**src/verilog/ddig_regs.svh**
```systemverilog
// register offsets, status word layout and operand constants
`ifndef DDIG_REGS_SVH
`define DDIG_REGS_SVH

// ----------------------------------------------------------------------
// register byte offsets on the apb bus
// ----------------------------------------------------------------------
`define DDIG_OFS_DST      8'h00
`define DDIG_OFS_CMD      8'h04
`define DDIG_OFS_PSW      8'h08
`define DDIG_OFS_STATE    8'h0c
`define DDIG_OFS_IRQACK   8'h10

// ----------------------------------------------------------------------
// processor status word bit positions
// ----------------------------------------------------------------------
`define DDIG_BIT_C        0
`define DDIG_BIT_Z        1
`define DDIG_BIT_N        2
`define DDIG_BIT_GIE      3
`define DDIG_BIT_CORE_OFF_BIT   4
`define DDIG_BIT_OSCILLATOR_OFF_BIT   5
`define DDIG_BIT_V        8
`define DDIG_GIE_MASK     16'h0008
`define DDIG_PSW_RST      16'h0000
`define DDIG_DST_RST      16'h0000

// ----------------------------------------------------------------------
// command word fields and state word fields
// ----------------------------------------------------------------------
`define DDIG_CMD_OP_MSB   1
`define DDIG_CMD_OP_LSB   0
`define DDIG_CMD_BYTE     4
`define DDIG_STATE_SHADOW 0
`define DDIG_STATE_PEND   1
`define DDIG_STATE_ACC    2
`define DDIG_ACK_BIT      0

// ----------------------------------------------------------------------
// double-decrement operands and overflow trigger values
// ----------------------------------------------------------------------
`define DDIG_DOUBLE_DECREMENT_OP_W       16'h0002
`define DDIG_DOUBLE_DECREMENT_OP_B       8'h02
`define DDIG_W_OVF_HI     16'h8001
`define DDIG_W_OVF_LO     16'h8000
`define DDIG_B_OVF_HI     8'h81
`define DDIG_B_OVF_LO     8'h80

`endif

```
**src/verilog/ddig_stub_unused.sv**
```systemverilog
// no further logic
`timescale 1ns/100ps
`default_nettype none
`default_nettype wire

```
**src/verilog/ddig_pkg.sv**
```systemverilog
// types shared by the double-decrement and interrupt gate design
package ddig_pkg;
  typedef enum logic [1:0] {
    DDIG_OP_NOP  = 2'h0,
    DDIG_OP_DOUBLE_DECREMENT_OP = 2'h1,
    DDIG_OP_IRQ_DISABLE_OP = 2'h2,
    DDIG_OP_IRQ_ENABLE_OP = 2'h3
  } ddig_op_t;
endpackage : ddig_pkg

```
**src/verilog/ddig_double_decrement_op.sv**
```systemverilog
// double-decrement arithmetic with status flag update
`timescale 1ns/100ps
`default_nettype none
`include "ddig_regs.svh"

module ddig_double_decrement_op import ddig_pkg::*; (
  input  wire logic [15:0] dst,
  input  wire logic        byte_mode,
  input  wire logic [15:0] psw_in,
  output logic      [15:0] res,
  output logic      [15:0] psw_out
);

  logic [16:0] wdiff;
  logic [8:0]  bdiff;

  // the extra top bit is the borrow out of the subtraction
  assign wdiff = {1'b0, dst} - {1'b0, `DDIG_DOUBLE_DECREMENT_OP_W};
  assign bdiff = {1'b0, dst[7:0]} - {1'b0, `DDIG_DOUBLE_DECREMENT_OP_B};

  // mode bits and unused bits ride through untouched
  always_comb begin
    psw_out = psw_in;
    if (byte_mode) begin
      res = {8'h00, bdiff[7:0]};
      psw_out[`DDIG_BIT_N] = bdiff[7];
      psw_out[`DDIG_BIT_Z] = (dst[7:0] == `DDIG_DOUBLE_DECREMENT_OP_B);
      psw_out[`DDIG_BIT_C] = ~bdiff[8];
      psw_out[`DDIG_BIT_V] = (dst[7:0] == `DDIG_B_OVF_HI) ||
                             (dst[7:0] == `DDIG_B_OVF_LO);
    end else begin
      res = wdiff[15:0];
      psw_out[`DDIG_BIT_N] = wdiff[15];
      psw_out[`DDIG_BIT_Z] = (dst == `DDIG_DOUBLE_DECREMENT_OP_W);
      psw_out[`DDIG_BIT_C] = ~wdiff[16];
      psw_out[`DDIG_BIT_V] = (dst == `DDIG_W_OVF_HI) ||
                             (dst == `DDIG_W_OVF_LO);
    end
  end

endmodule // ddig_double_decrement_op
`default_nettype wire

```
**src/verilog/ddig_mode.sv**
```systemverilog
// global interrupt enable clear and set on the status word
`timescale 1ns/100ps
`default_nettype none
`include "ddig_regs.svh"

module ddig_mode import ddig_pkg::*; (
  input  wire logic [15:0] psw_in,
  input  wire ddig_op_t    op,
  output logic      [15:0] psw_out
);

  // a bit clear or bit set with the enable mask; nothing else moves
  always_comb begin
    case (op)
      DDIG_OP_IRQ_DISABLE_OP: psw_out = psw_in & ~`DDIG_GIE_MASK;
      DDIG_OP_IRQ_ENABLE_OP: psw_out = psw_in | `DDIG_GIE_MASK;
      default:      psw_out = psw_in;
    endcase
  end

endmodule // ddig_mode
`default_nettype wire

```
**src/verilog/ddig_top.sv**
```systemverilog
// double-decrement and interrupt gate execution unit with apb access
//
// Operation
// - double-decrement subtracts two from word or byte destination
// - negative flag follows sign of the double-decrement result
// - zero flag set only when destination held two beforehand
// - carry cleared when original destination was zero or one, else set
// - word form: overflow set only for original 08001h or 08000h
// - byte form: overflow set only for original 081h or 080h
// - double-decrement keeps oscillator-off, core-off and enable bits
// - interrupt-disable ands status word with inverse of 08h
// - interrupt-disable clears only the enable bit, mode bits kept
// - interrupt-enable ors 08h into the status word
// - interrupt-enable sets only the enable bit, mode bits kept
// - disable and enable leave negative, zero, carry, overflow alone
// - instruction after enable always runs, even with request pending
`timescale 1ns/100ps
`default_nettype none
`include "ddig_regs.svh"

module ddig_top import ddig_pkg::*; (
  input  wire logic        REF_CLK,
  input  wire logic        SYS_RST,
  input  wire logic        CE,
  input  wire logic        PSEL,
  input  wire logic        PENABLE,
  input  wire logic        PWRITE,
  input  wire logic [7:0]  PADDR,
  input  wire logic [31:0] PWDATA,
  output logic      [31:0] PRDATA,
  output logic             PREADY,
  output logic             PSLVERR,
  input  wire logic        IRQ_REQ,
  output logic             IRQ_ACCEPT
);

  // --------------------------------------------------------------------
  // state
  // --------------------------------------------------------------------
  logic [15:0] dst_reg;
  logic [15:0] psw_reg;
  logic [4:0]  cmd_reg;
  logic        shadow_reg;
  logic        irq_meta_reg;
  logic        irq_pend_reg;
  logic        irq_accept_reg;
  logic [31:0] prdata_reg;
  logic        pready_reg;
  logic        pslverr_reg;

  logic [15:0] dst_next;
  logic [15:0] psw_next;
  logic [31:0] rdata_next;
  logic        mapped;
  logic        access;
  logic        fire;
  logic        wr_fire;
  logic        cmd_fire;
  logic        accept_set;
  logic        accept_clr;
  ddig_op_t    cmd_op;
  logic        cmd_byte;
  logic [15:0] double_decrement_op_res;
  logic [15:0] double_decrement_op_psw;
  logic [15:0] mode_psw;

  // --------------------------------------------------------------------
  // apb decode
  // --------------------------------------------------------------------
  // one wait state: pready rises in the second access cycle, so the
  // read mux is sampled once and held steady for the master
  assign access   = PSEL && PENABLE;
  assign fire     = CE && access && pready_reg;
  assign wr_fire  = fire && PWRITE && mapped;
  assign cmd_fire = wr_fire && (PADDR == `DDIG_OFS_CMD);
  assign cmd_op   = ddig_op_t'(PWDATA[`DDIG_CMD_OP_MSB:`DDIG_CMD_OP_LSB]);
  assign cmd_byte = PWDATA[`DDIG_CMD_BYTE];

  always_comb begin
    mapped = 1'b1;
    case (PADDR)
      `DDIG_OFS_DST:    rdata_next = {16'h0000, dst_reg};
      `DDIG_OFS_CMD:    rdata_next = {27'h0000000, cmd_reg};
      `DDIG_OFS_PSW:    rdata_next = {16'h0000, psw_reg};
      `DDIG_OFS_STATE:  rdata_next = {29'h00000000, irq_accept_reg,
                                      irq_pend_reg, shadow_reg};
      `DDIG_OFS_IRQACK: rdata_next = 32'h00000000;
      default: begin
        rdata_next = 32'h00000000;
        mapped     = 1'b0;
      end
    endcase
  end

  always_ff @(posedge REF_CLK or posedge SYS_RST) begin
    if (SYS_RST) begin
      pready_reg  <= 1'b0;
      pslverr_reg <= 1'b0;
      prdata_reg  <= 32'h00000000;
    end else if (CE) begin
      pready_reg  <= access && !pready_reg;
      pslverr_reg <= access && !pready_reg && !mapped;
      if (access && !pready_reg && !PWRITE) begin
        prdata_reg <= rdata_next;
      end
    end
  end

  // --------------------------------------------------------------------
  // execution units
  // --------------------------------------------------------------------
  ddig_double_decrement_op u_double_decrement_op (
    .dst       (dst_reg),
    .byte_mode (cmd_byte),
    .psw_in    (psw_reg),
    .res       (double_decrement_op_res),
    .psw_out   (double_decrement_op_psw)
  );

  ddig_mode u_mode (
    .psw_in  (psw_reg),
    .op      (cmd_op),
    .psw_out (mode_psw)
  );

  always_comb begin
    dst_next = dst_reg;
    psw_next = psw_reg;
    if (wr_fire && (PADDR == `DDIG_OFS_DST)) begin
      dst_next = PWDATA[15:0];
    end
    if (wr_fire && (PADDR == `DDIG_OFS_PSW)) begin
      psw_next = PWDATA[15:0];
    end
    if (cmd_fire) begin
      case (cmd_op)
        DDIG_OP_DOUBLE_DECREMENT_OP: begin
          dst_next = double_decrement_op_res;
          psw_next = double_decrement_op_psw;
        end
        DDIG_OP_IRQ_DISABLE_OP: psw_next = mode_psw;
        DDIG_OP_IRQ_ENABLE_OP: psw_next = mode_psw;
        default: begin
          dst_next = dst_reg;
          psw_next = psw_reg;
        end
      endcase
    end
  end

  // --------------------------------------------------------------------
  // operand and status word
  // --------------------------------------------------------------------
  always_ff @(posedge REF_CLK or posedge SYS_RST) begin
    if (SYS_RST) begin
      dst_reg <= `DDIG_DST_RST;
    end else if (CE) begin
      dst_reg <= dst_next;
    end
  end

  always_ff @(posedge REF_CLK or posedge SYS_RST) begin
    if (SYS_RST) begin
      psw_reg <= `DDIG_PSW_RST;
      cmd_reg <= 5'h00;
    end else if (CE) begin
      psw_reg <= psw_next;
      if (cmd_fire) begin
        cmd_reg <= PWDATA[4:0];
      end
    end
  end

  // --------------------------------------------------------------------
  // interrupt gate
  // --------------------------------------------------------------------
  // the request pin is asynchronous; only the second stage is looked at
  always_ff @(posedge REF_CLK or posedge SYS_RST) begin
    if (SYS_RST) begin
      irq_meta_reg <= 1'b0;
      irq_pend_reg <= 1'b0;
    end else if (CE) begin
      irq_meta_reg <= IRQ_REQ;
      irq_pend_reg <= irq_meta_reg;
    end
  end

  // the shadow holds off acceptance until the instruction after the
  // enable has executed; every command write counts as one instruction
  always_ff @(posedge REF_CLK or posedge SYS_RST) begin
    if (SYS_RST) begin
      shadow_reg <= 1'b0;
    end else if (CE && cmd_fire) begin
      shadow_reg <= (cmd_op == DDIG_OP_IRQ_ENABLE_OP);
    end
  end

  assign accept_set = irq_pend_reg && psw_reg[`DDIG_BIT_GIE] &&
                      !shadow_reg;
  assign accept_clr = wr_fire && (PADDR == `DDIG_OFS_IRQACK) &&
                      PWDATA[`DDIG_ACK_BIT];

  // a new acceptance in the clearing cycle wins over the clear
  always_ff @(posedge REF_CLK or posedge SYS_RST) begin
    if (SYS_RST) begin
      irq_accept_reg <= 1'b0;
    end else if (CE) begin
      if (accept_set) begin
        irq_accept_reg <= 1'b1;
      end else if (accept_clr) begin
        irq_accept_reg <= 1'b0;
      end
    end
  end

  assign PRDATA     = prdata_reg;
  assign PREADY     = pready_reg;
  assign PSLVERR    = pslverr_reg;
  assign IRQ_ACCEPT = irq_accept_reg;
endmodule // ddig_top
`default_nettype wire

```
**config.mk**
```make
export PLATFORM = sky130hd
export DESIGN_NAME = ddig_top
export DESIGN_NICKNAME = d
export VERILOG_FILES = /design/src/verilog/ddig_stub_unused.sv /design/src/verilog/ddig_pkg.sv /design/src/verilog/ddig_double_decrement_op.sv /design/src/verilog/ddig_mode.sv /design/src/verilog/ddig_top.sv
export VERILOG_INCLUDE_DIRS = /design/src /design/src/verilog
export SDC_FILE = /design/constraint.sdc
export NUM_CORES = 1
export LEC_CHECK = 0
export BUFFER_PORTS_ARGS = -buffer_cell sky130_fd_sc_hd__buf_4
export CORE_MARGIN = 1.5
export CORE_UTILIZATION = 60
export CTS_BUF_LIST = sky130_fd_sc_hd__clkbuf_8
export DETAILED_ROUTE_END_ITERATION = 16
export GPL_ROUTABILITY_DRIVEN = 0
export GPL_TIMING_DRIVEN = 0
export PLACE_DENSITY = 0.88
export SETUP_SLACK_MARGIN = 0.05
export SLEW_MARGIN = 20
export SYNTH_ARGS = -nofsm -noshare
export SYNTH_HDL_FRONTEND = slang
export SYNTH_SLANG_ARGS = --single-unit
```
**constraint.sdc**
```tcl
create_clock -name REF_CLK -period 3.8 [get_ports REF_CLK]
set_input_delay 0.19 -clock REF_CLK [delete_from_list [all_inputs] [get_ports REF_CLK]]
set_output_delay 0.19 -clock REF_CLK [all_outputs]
set_load 0.02 [all_outputs]
```
## After elaboration in Yosys (flattened, before gate mapping)

Cells that the tools add are included.

| word-level totals | value |
|---|---|
| bits in registers | 75 |
| word-level logic and storage cells | 83 |
| output and inout port bits | 35 |

| operators by class | value |
|---|---|
| reductions and logical operators | 34 |
| multiplexer cells | 14 |
| add/sub/neg operators | 2 |
| equality and inequality tests | 18 |
| bitwise gates (word level) | 3 |

Operator list:

| operator | count |
|---|---|
| 16-bit two-way mux | 5 |
| 16-bit one-hot mux with 2 select lines | 2 |
| 16-bit one-hot mux with 4 select lines | 1 |
| 16-bit equality test, second input constant | 2 |
| 16-bit by 2-bit subtractor with 17-bit output, second input constant | 1 |
| 16-bit by 2-bit equality test with 1-bit output, second input constant | 1 |
| 8-bit by 4-bit equality test with 1-bit output, second input constant | 2 |
| 8-bit equality test, second input constant | 2 |
| 1-bit logical AND | 16 |
| 8-bit by 2-bit subtractor with 9-bit output, second input constant | 1 |
| 8-bit by 2-bit equality test with 1-bit output, second input constant | 1 |
| 8-bit by 3-bit equality test with 1-bit output, second input constant | 1 |
| 8-bit by 5-bit equality test with 1-bit output, second input constant | 1 |
| 8-bit zero test | 1 |
| 2-bit AND reduction | 4 |
| 4-bit AND reduction | 2 |
| 2-bit inequality test, second input constant | 3 |
| 5-bit OR reduction | 1 |
| 2-bit equality test, second input constant | 2 |
| 1-bit zero test | 4 |
| 1-bit two-way mux | 4 |
| 4-bit two-way mux | 1 |
| 2-bit nonzero test | 2 |
| 3-bit two-way mux | 1 |
| 7 further kinds | 10 |

## Logic depth before layout (Yosys ltp)

| depth | value |
|---|---|
| word-level depth | 9 |
| gate-level depth with buffers | 8 |
| depth with buffers taken out | 7 |

## Modules after synthesis

A second synthesis with hierarchy kept.

| second synthesis, totals | value |
|---|---|
| cell total of the unflattened synthesis | 437 |
| area, all modules | 4146.5 um2 |

By module, submodules not included:

| module | times used | cells an instance | seq. area each (um2) | area an instance (um2) |
|---|---|---|---|---|
| ddig_top | 1 | 336 | 1476.4 | 3488.3 |
| ddig_double_decrement_op | 1 | 85 | 0.0 | 530.5 |
| ddig_mode | 1 | 16 | 0.0 | 127.6 |

## Worst setup path before layout

No wires, ideal clock.

| timing | value |
|---|---|
| path kind | register to register |
| from | register dst_reg[1] |
| to | register dst_reg[10] |
| data arrival time | 1774 ps |
| required time | 3661 ps |
| library setup time | 139 ps |
| path buffers | 0 |
| period minus slack after synthesis | 1914 ps |
| setup slack | 1886 ps |
| stages on the path, launching flop included | 6 |
| cells stage by stage | dfrtp_1 -> nor4_1 -> nand2_1 -> o31a_1 -> a221oi_1 -> o21ai_0 |

| between the ends | value |
|---|---|
| longest elaborated chain between the ends | 4 |

Ends and longest elaborated chain:

| item | RTL line | source |
|---|---|---|
| start: declaration | ddig_top.sv:40 | `logic [15:0] dst_reg;` |
| start signal: assignment | ddig_top.sv:156 | `` dst_reg <= `DDIG_DST_RST; `` |
| start signal: assignment | ddig_top.sv:158 | `dst_reg <= dst_next;` |
| 16-bit by 2-bit subtractor with 17-bit output | ddig_double_decrement_op.sv:18 | `` assign wdiff = {1'b0, dst} - {1'b0, `DDIG_DOUBLE_DECREMENT_OP_W}; `` |
| 16-bit two-way mux | ddig_double_decrement_op.sv:24 | `if (byte_mode) begin` |
| 16-bit one-hot mux with 2 select lines | ddig_top.sv:136 | `case (cmd_op)` |
| 16-bit two-way mux | ddig_top.sv:135 | `if (cmd_fire) begin` |

Every way passes these cells.
A chain may end at the register's enable or synchronous reset.

## Final worst setup path

Ends and elaborated chain as after synthesis.

==> impl_metrics.ini <==
[run_status]
outcome = finished clean

[worst_hold_path]
holdCritPathClass = input pin to flip-flop
worstHoldEndpoint = cmd_reg[2]
whs_path_depth = 3
hp-start = PWDATA[2]

[global_route]
grt_pass1_wl_um = 14280
grt.overflow.total = 0
antenna_found_initial = 0
grt_max_degree = 60
grt_use_total_pct = 30.51
grt_pass1_vias = 2923

[clock_tree]
cts_max_level = 3
path_clk_slew_ns = 0.07
cts-root-buf = clkbuf_8
insertion_delay_ns = 0.35
ctsResizeCount = 0
cts_tree = done
cts_sinks = 59
cts_buffer_depth = 2
cts_made_buffers = 9

[timing]
drv_slew = 0
max_clock_freq_ghz = 0.3861
rsz0062_at_grt = false
setup_viol = 0
skew_ns = 0.009894
tightestPinTransition_ns = 1.009
tns_ns = 0
final.period_utilization_pct = 68.17
max_slew_margin_pct = 32.09
setup_ws_ns = 1.210
fin_crit_ns = 2.590
hold_violations = 0
hold-worst-slack_ns = 0.07308

[worst_setup_path]
cp.arrival_ns = 2.80
worstPathRequired_ns = 4.01
end_kind = flip-flop
reg2reg_slack_ns = 1.21
critPathKind = flip-flop to flip-flop
r2r_start = dst_reg[1]
crit_fanout = 8
r2r_end = dst_reg[10]
r2r_cells = 5
critPathLaunchType = flip-flop

[yosys]
synth_ff_type = dfrtp_1
synth-compound-area-share_pct = 18.03
yosysWarnings = 0
yosysMostFrequentCell = dfrtp_1
yosysTopAreaCellShare_pct = 44.13
synth.area.top_cells = dfrtp_1 44%, nand2_1 5.4%, mux2_2 4.4%, o21ai_0 4.0%, buf_4 3.6%
synth_area_um2 = 3346
async_flop_share_pct = 100.0
synth_simple_gate_area_share_pct = 21.65
synthDistinctLibCells = 56
synthXorXnorAreaFrac_pct = 1.309
synth_fa_ha_area_share_pct = 0.7479
synth_cells = 358
yosysSeqAreaShare_pct = 44.13
synth_edf_count = 0
syn_avg_cell_area_um2 = 9.346
ys_ff_latch = 59
synthMuxAreaShare_pct = 7.592
synth_top_cell_by_area = dfrtp_1
synth_common_cells = 59 x dfrtp_1, 48 x nand2_1, 27 x nor2_1, 27 x o21ai_0, 18 x a21oi_1
synth_top_family_by_area = simple AND/OR/NAND/NOR gates

[route]
num_vias = 3212
avgViaCountPerCell = 6.298
wl_per_cell_um = 17.30
finalWirelength_um = 8821
drt-pass1-iter-count = 5
initialDrtViolationCount = 343
final_antenna_net_count = 0
drcViolationCount = 0

[final_layout]
layout-drive-gt1-share_pct = 25.11
nets = 482
area.growth.synth_to_final_pct = 21.65
fill_cells = 398
n_antenna_cell = 0

[floorplan]
die_h_um = 77.68
dieArea_um2 = 6033
die_w_um = 77.68
rows = 27
initial_core_util_pct = 61.51
io-pin-count = 82
coreArea_um2 = 5439

[placement]
dp.final_hpwl_um = 6195
port-buffer-count = 47
pre_cts_ws_ns = 1.387

[power_and_ir_drop]
ir_worst_vdd_v = 0.0002360
pwr_density_cell_nw_per_um2 = 318.6
power.leakage_uw = 0.001857
power_uw = 1297

[flow_run]
maxCapViolations = 0
cell usage in the layout (no fill, tap or decap), types with 6 or more instances in the layout:
master	n
clkbuf_8	11
a21oi_1	18
o21ai_0	27
a22oi_1	13
nand4_1	7
nand3_1	11
conb_1	16
clkbuf_1	17
mux2_2	13
inv_1	6
buf_4	63
dfrtp_1	59
nand4b_1	7
nand2_1	48
nor2_1	27
kinds of logic after synthesis:
kind of cell | Yosys count
compound gates | 91
fa+ha+maj | 2
simple gates | 139
mux | 20
buf+inv | 41
other cells | 1
flops | 59
xor+xnor | 5
final cells by class:
type / count / area (um2) / share of cell area (%)
multi-input combinational: 273 / 1717 / 42.18
sequential: 59 / 1476 / 36.27
timing repair buffer: 49 / 390.4 / 9.591
buffer: 34 / 188.9 / 4.642
clock buffer: 11 / 151.4 / 3.720
tap: 72 / 90.09 / 2.213
inverter: 7 / 28.78 / 0.7070
clock inverter: 5 / 27.53 / 0.6763
worst max path at each step:
stage	start	to	slack, ns	cells after the start
floorplan	dst_reg[1]	dst_reg[10]	1.89	5
global placement	SYS_RST	PRDATA[12]	1.42	2
detailed placement	dst_reg[1]	dst_reg[10]	1.39	5
CTS	dst_reg[1]	dst_reg[10]	1.38	5
global route	dst_reg[1]	dst_reg[10]	1.05	5
finish	dst_reg[1]	dst_reg[10]	1.21	5
per-stage QoR:
step | instances | utilization [%] | area (um2)
after global placement | 492 | 70.69 | 3845
after global routing | 510 | 74.83 | 4070
final | 510 | 74.83 | 4070
after CTS | 510 | 74.72 | 4064
after detailed placement | 493 | 71.24 | 3875
after floorplan | 373 | - | 3402
critical path, stage by stage, from the launching register on:
cell and delay, ns:
dfrtp_1 0.47, nor4_1 0.90, nand2_1 0.24, o31a_1 0.32, a221oi_1 0.37, o21ai_0 0.16
per-layer routing:
layer / wire, um / GRT usage (%) / vias up
li1: - / - / 1427
met1: 3511 / 40.36 / 1518
met2: 4095 / 48.00 / 221
met3: 942 / 7.529 / 46
met4: 271 / 12.55 / 0
met5: 0 / 0 / -
where the power goes:
part / leakage, uW / internal, uW / total, uW / switching (uW)
clock: 0.0000949 / 267 / 524 / 257
combinational: 0.000949 / 54.5 / 132 / 77.4
sequential: 0.000813 / 634 / 641 / 6.53
timing repair:
item	4_1_cts	5_1_grt
endpoints found under the hold margin	59	0
setup buffers	0	0
hold buffers	1	0
Note: power is estimated with default switching activity, not from simulation.
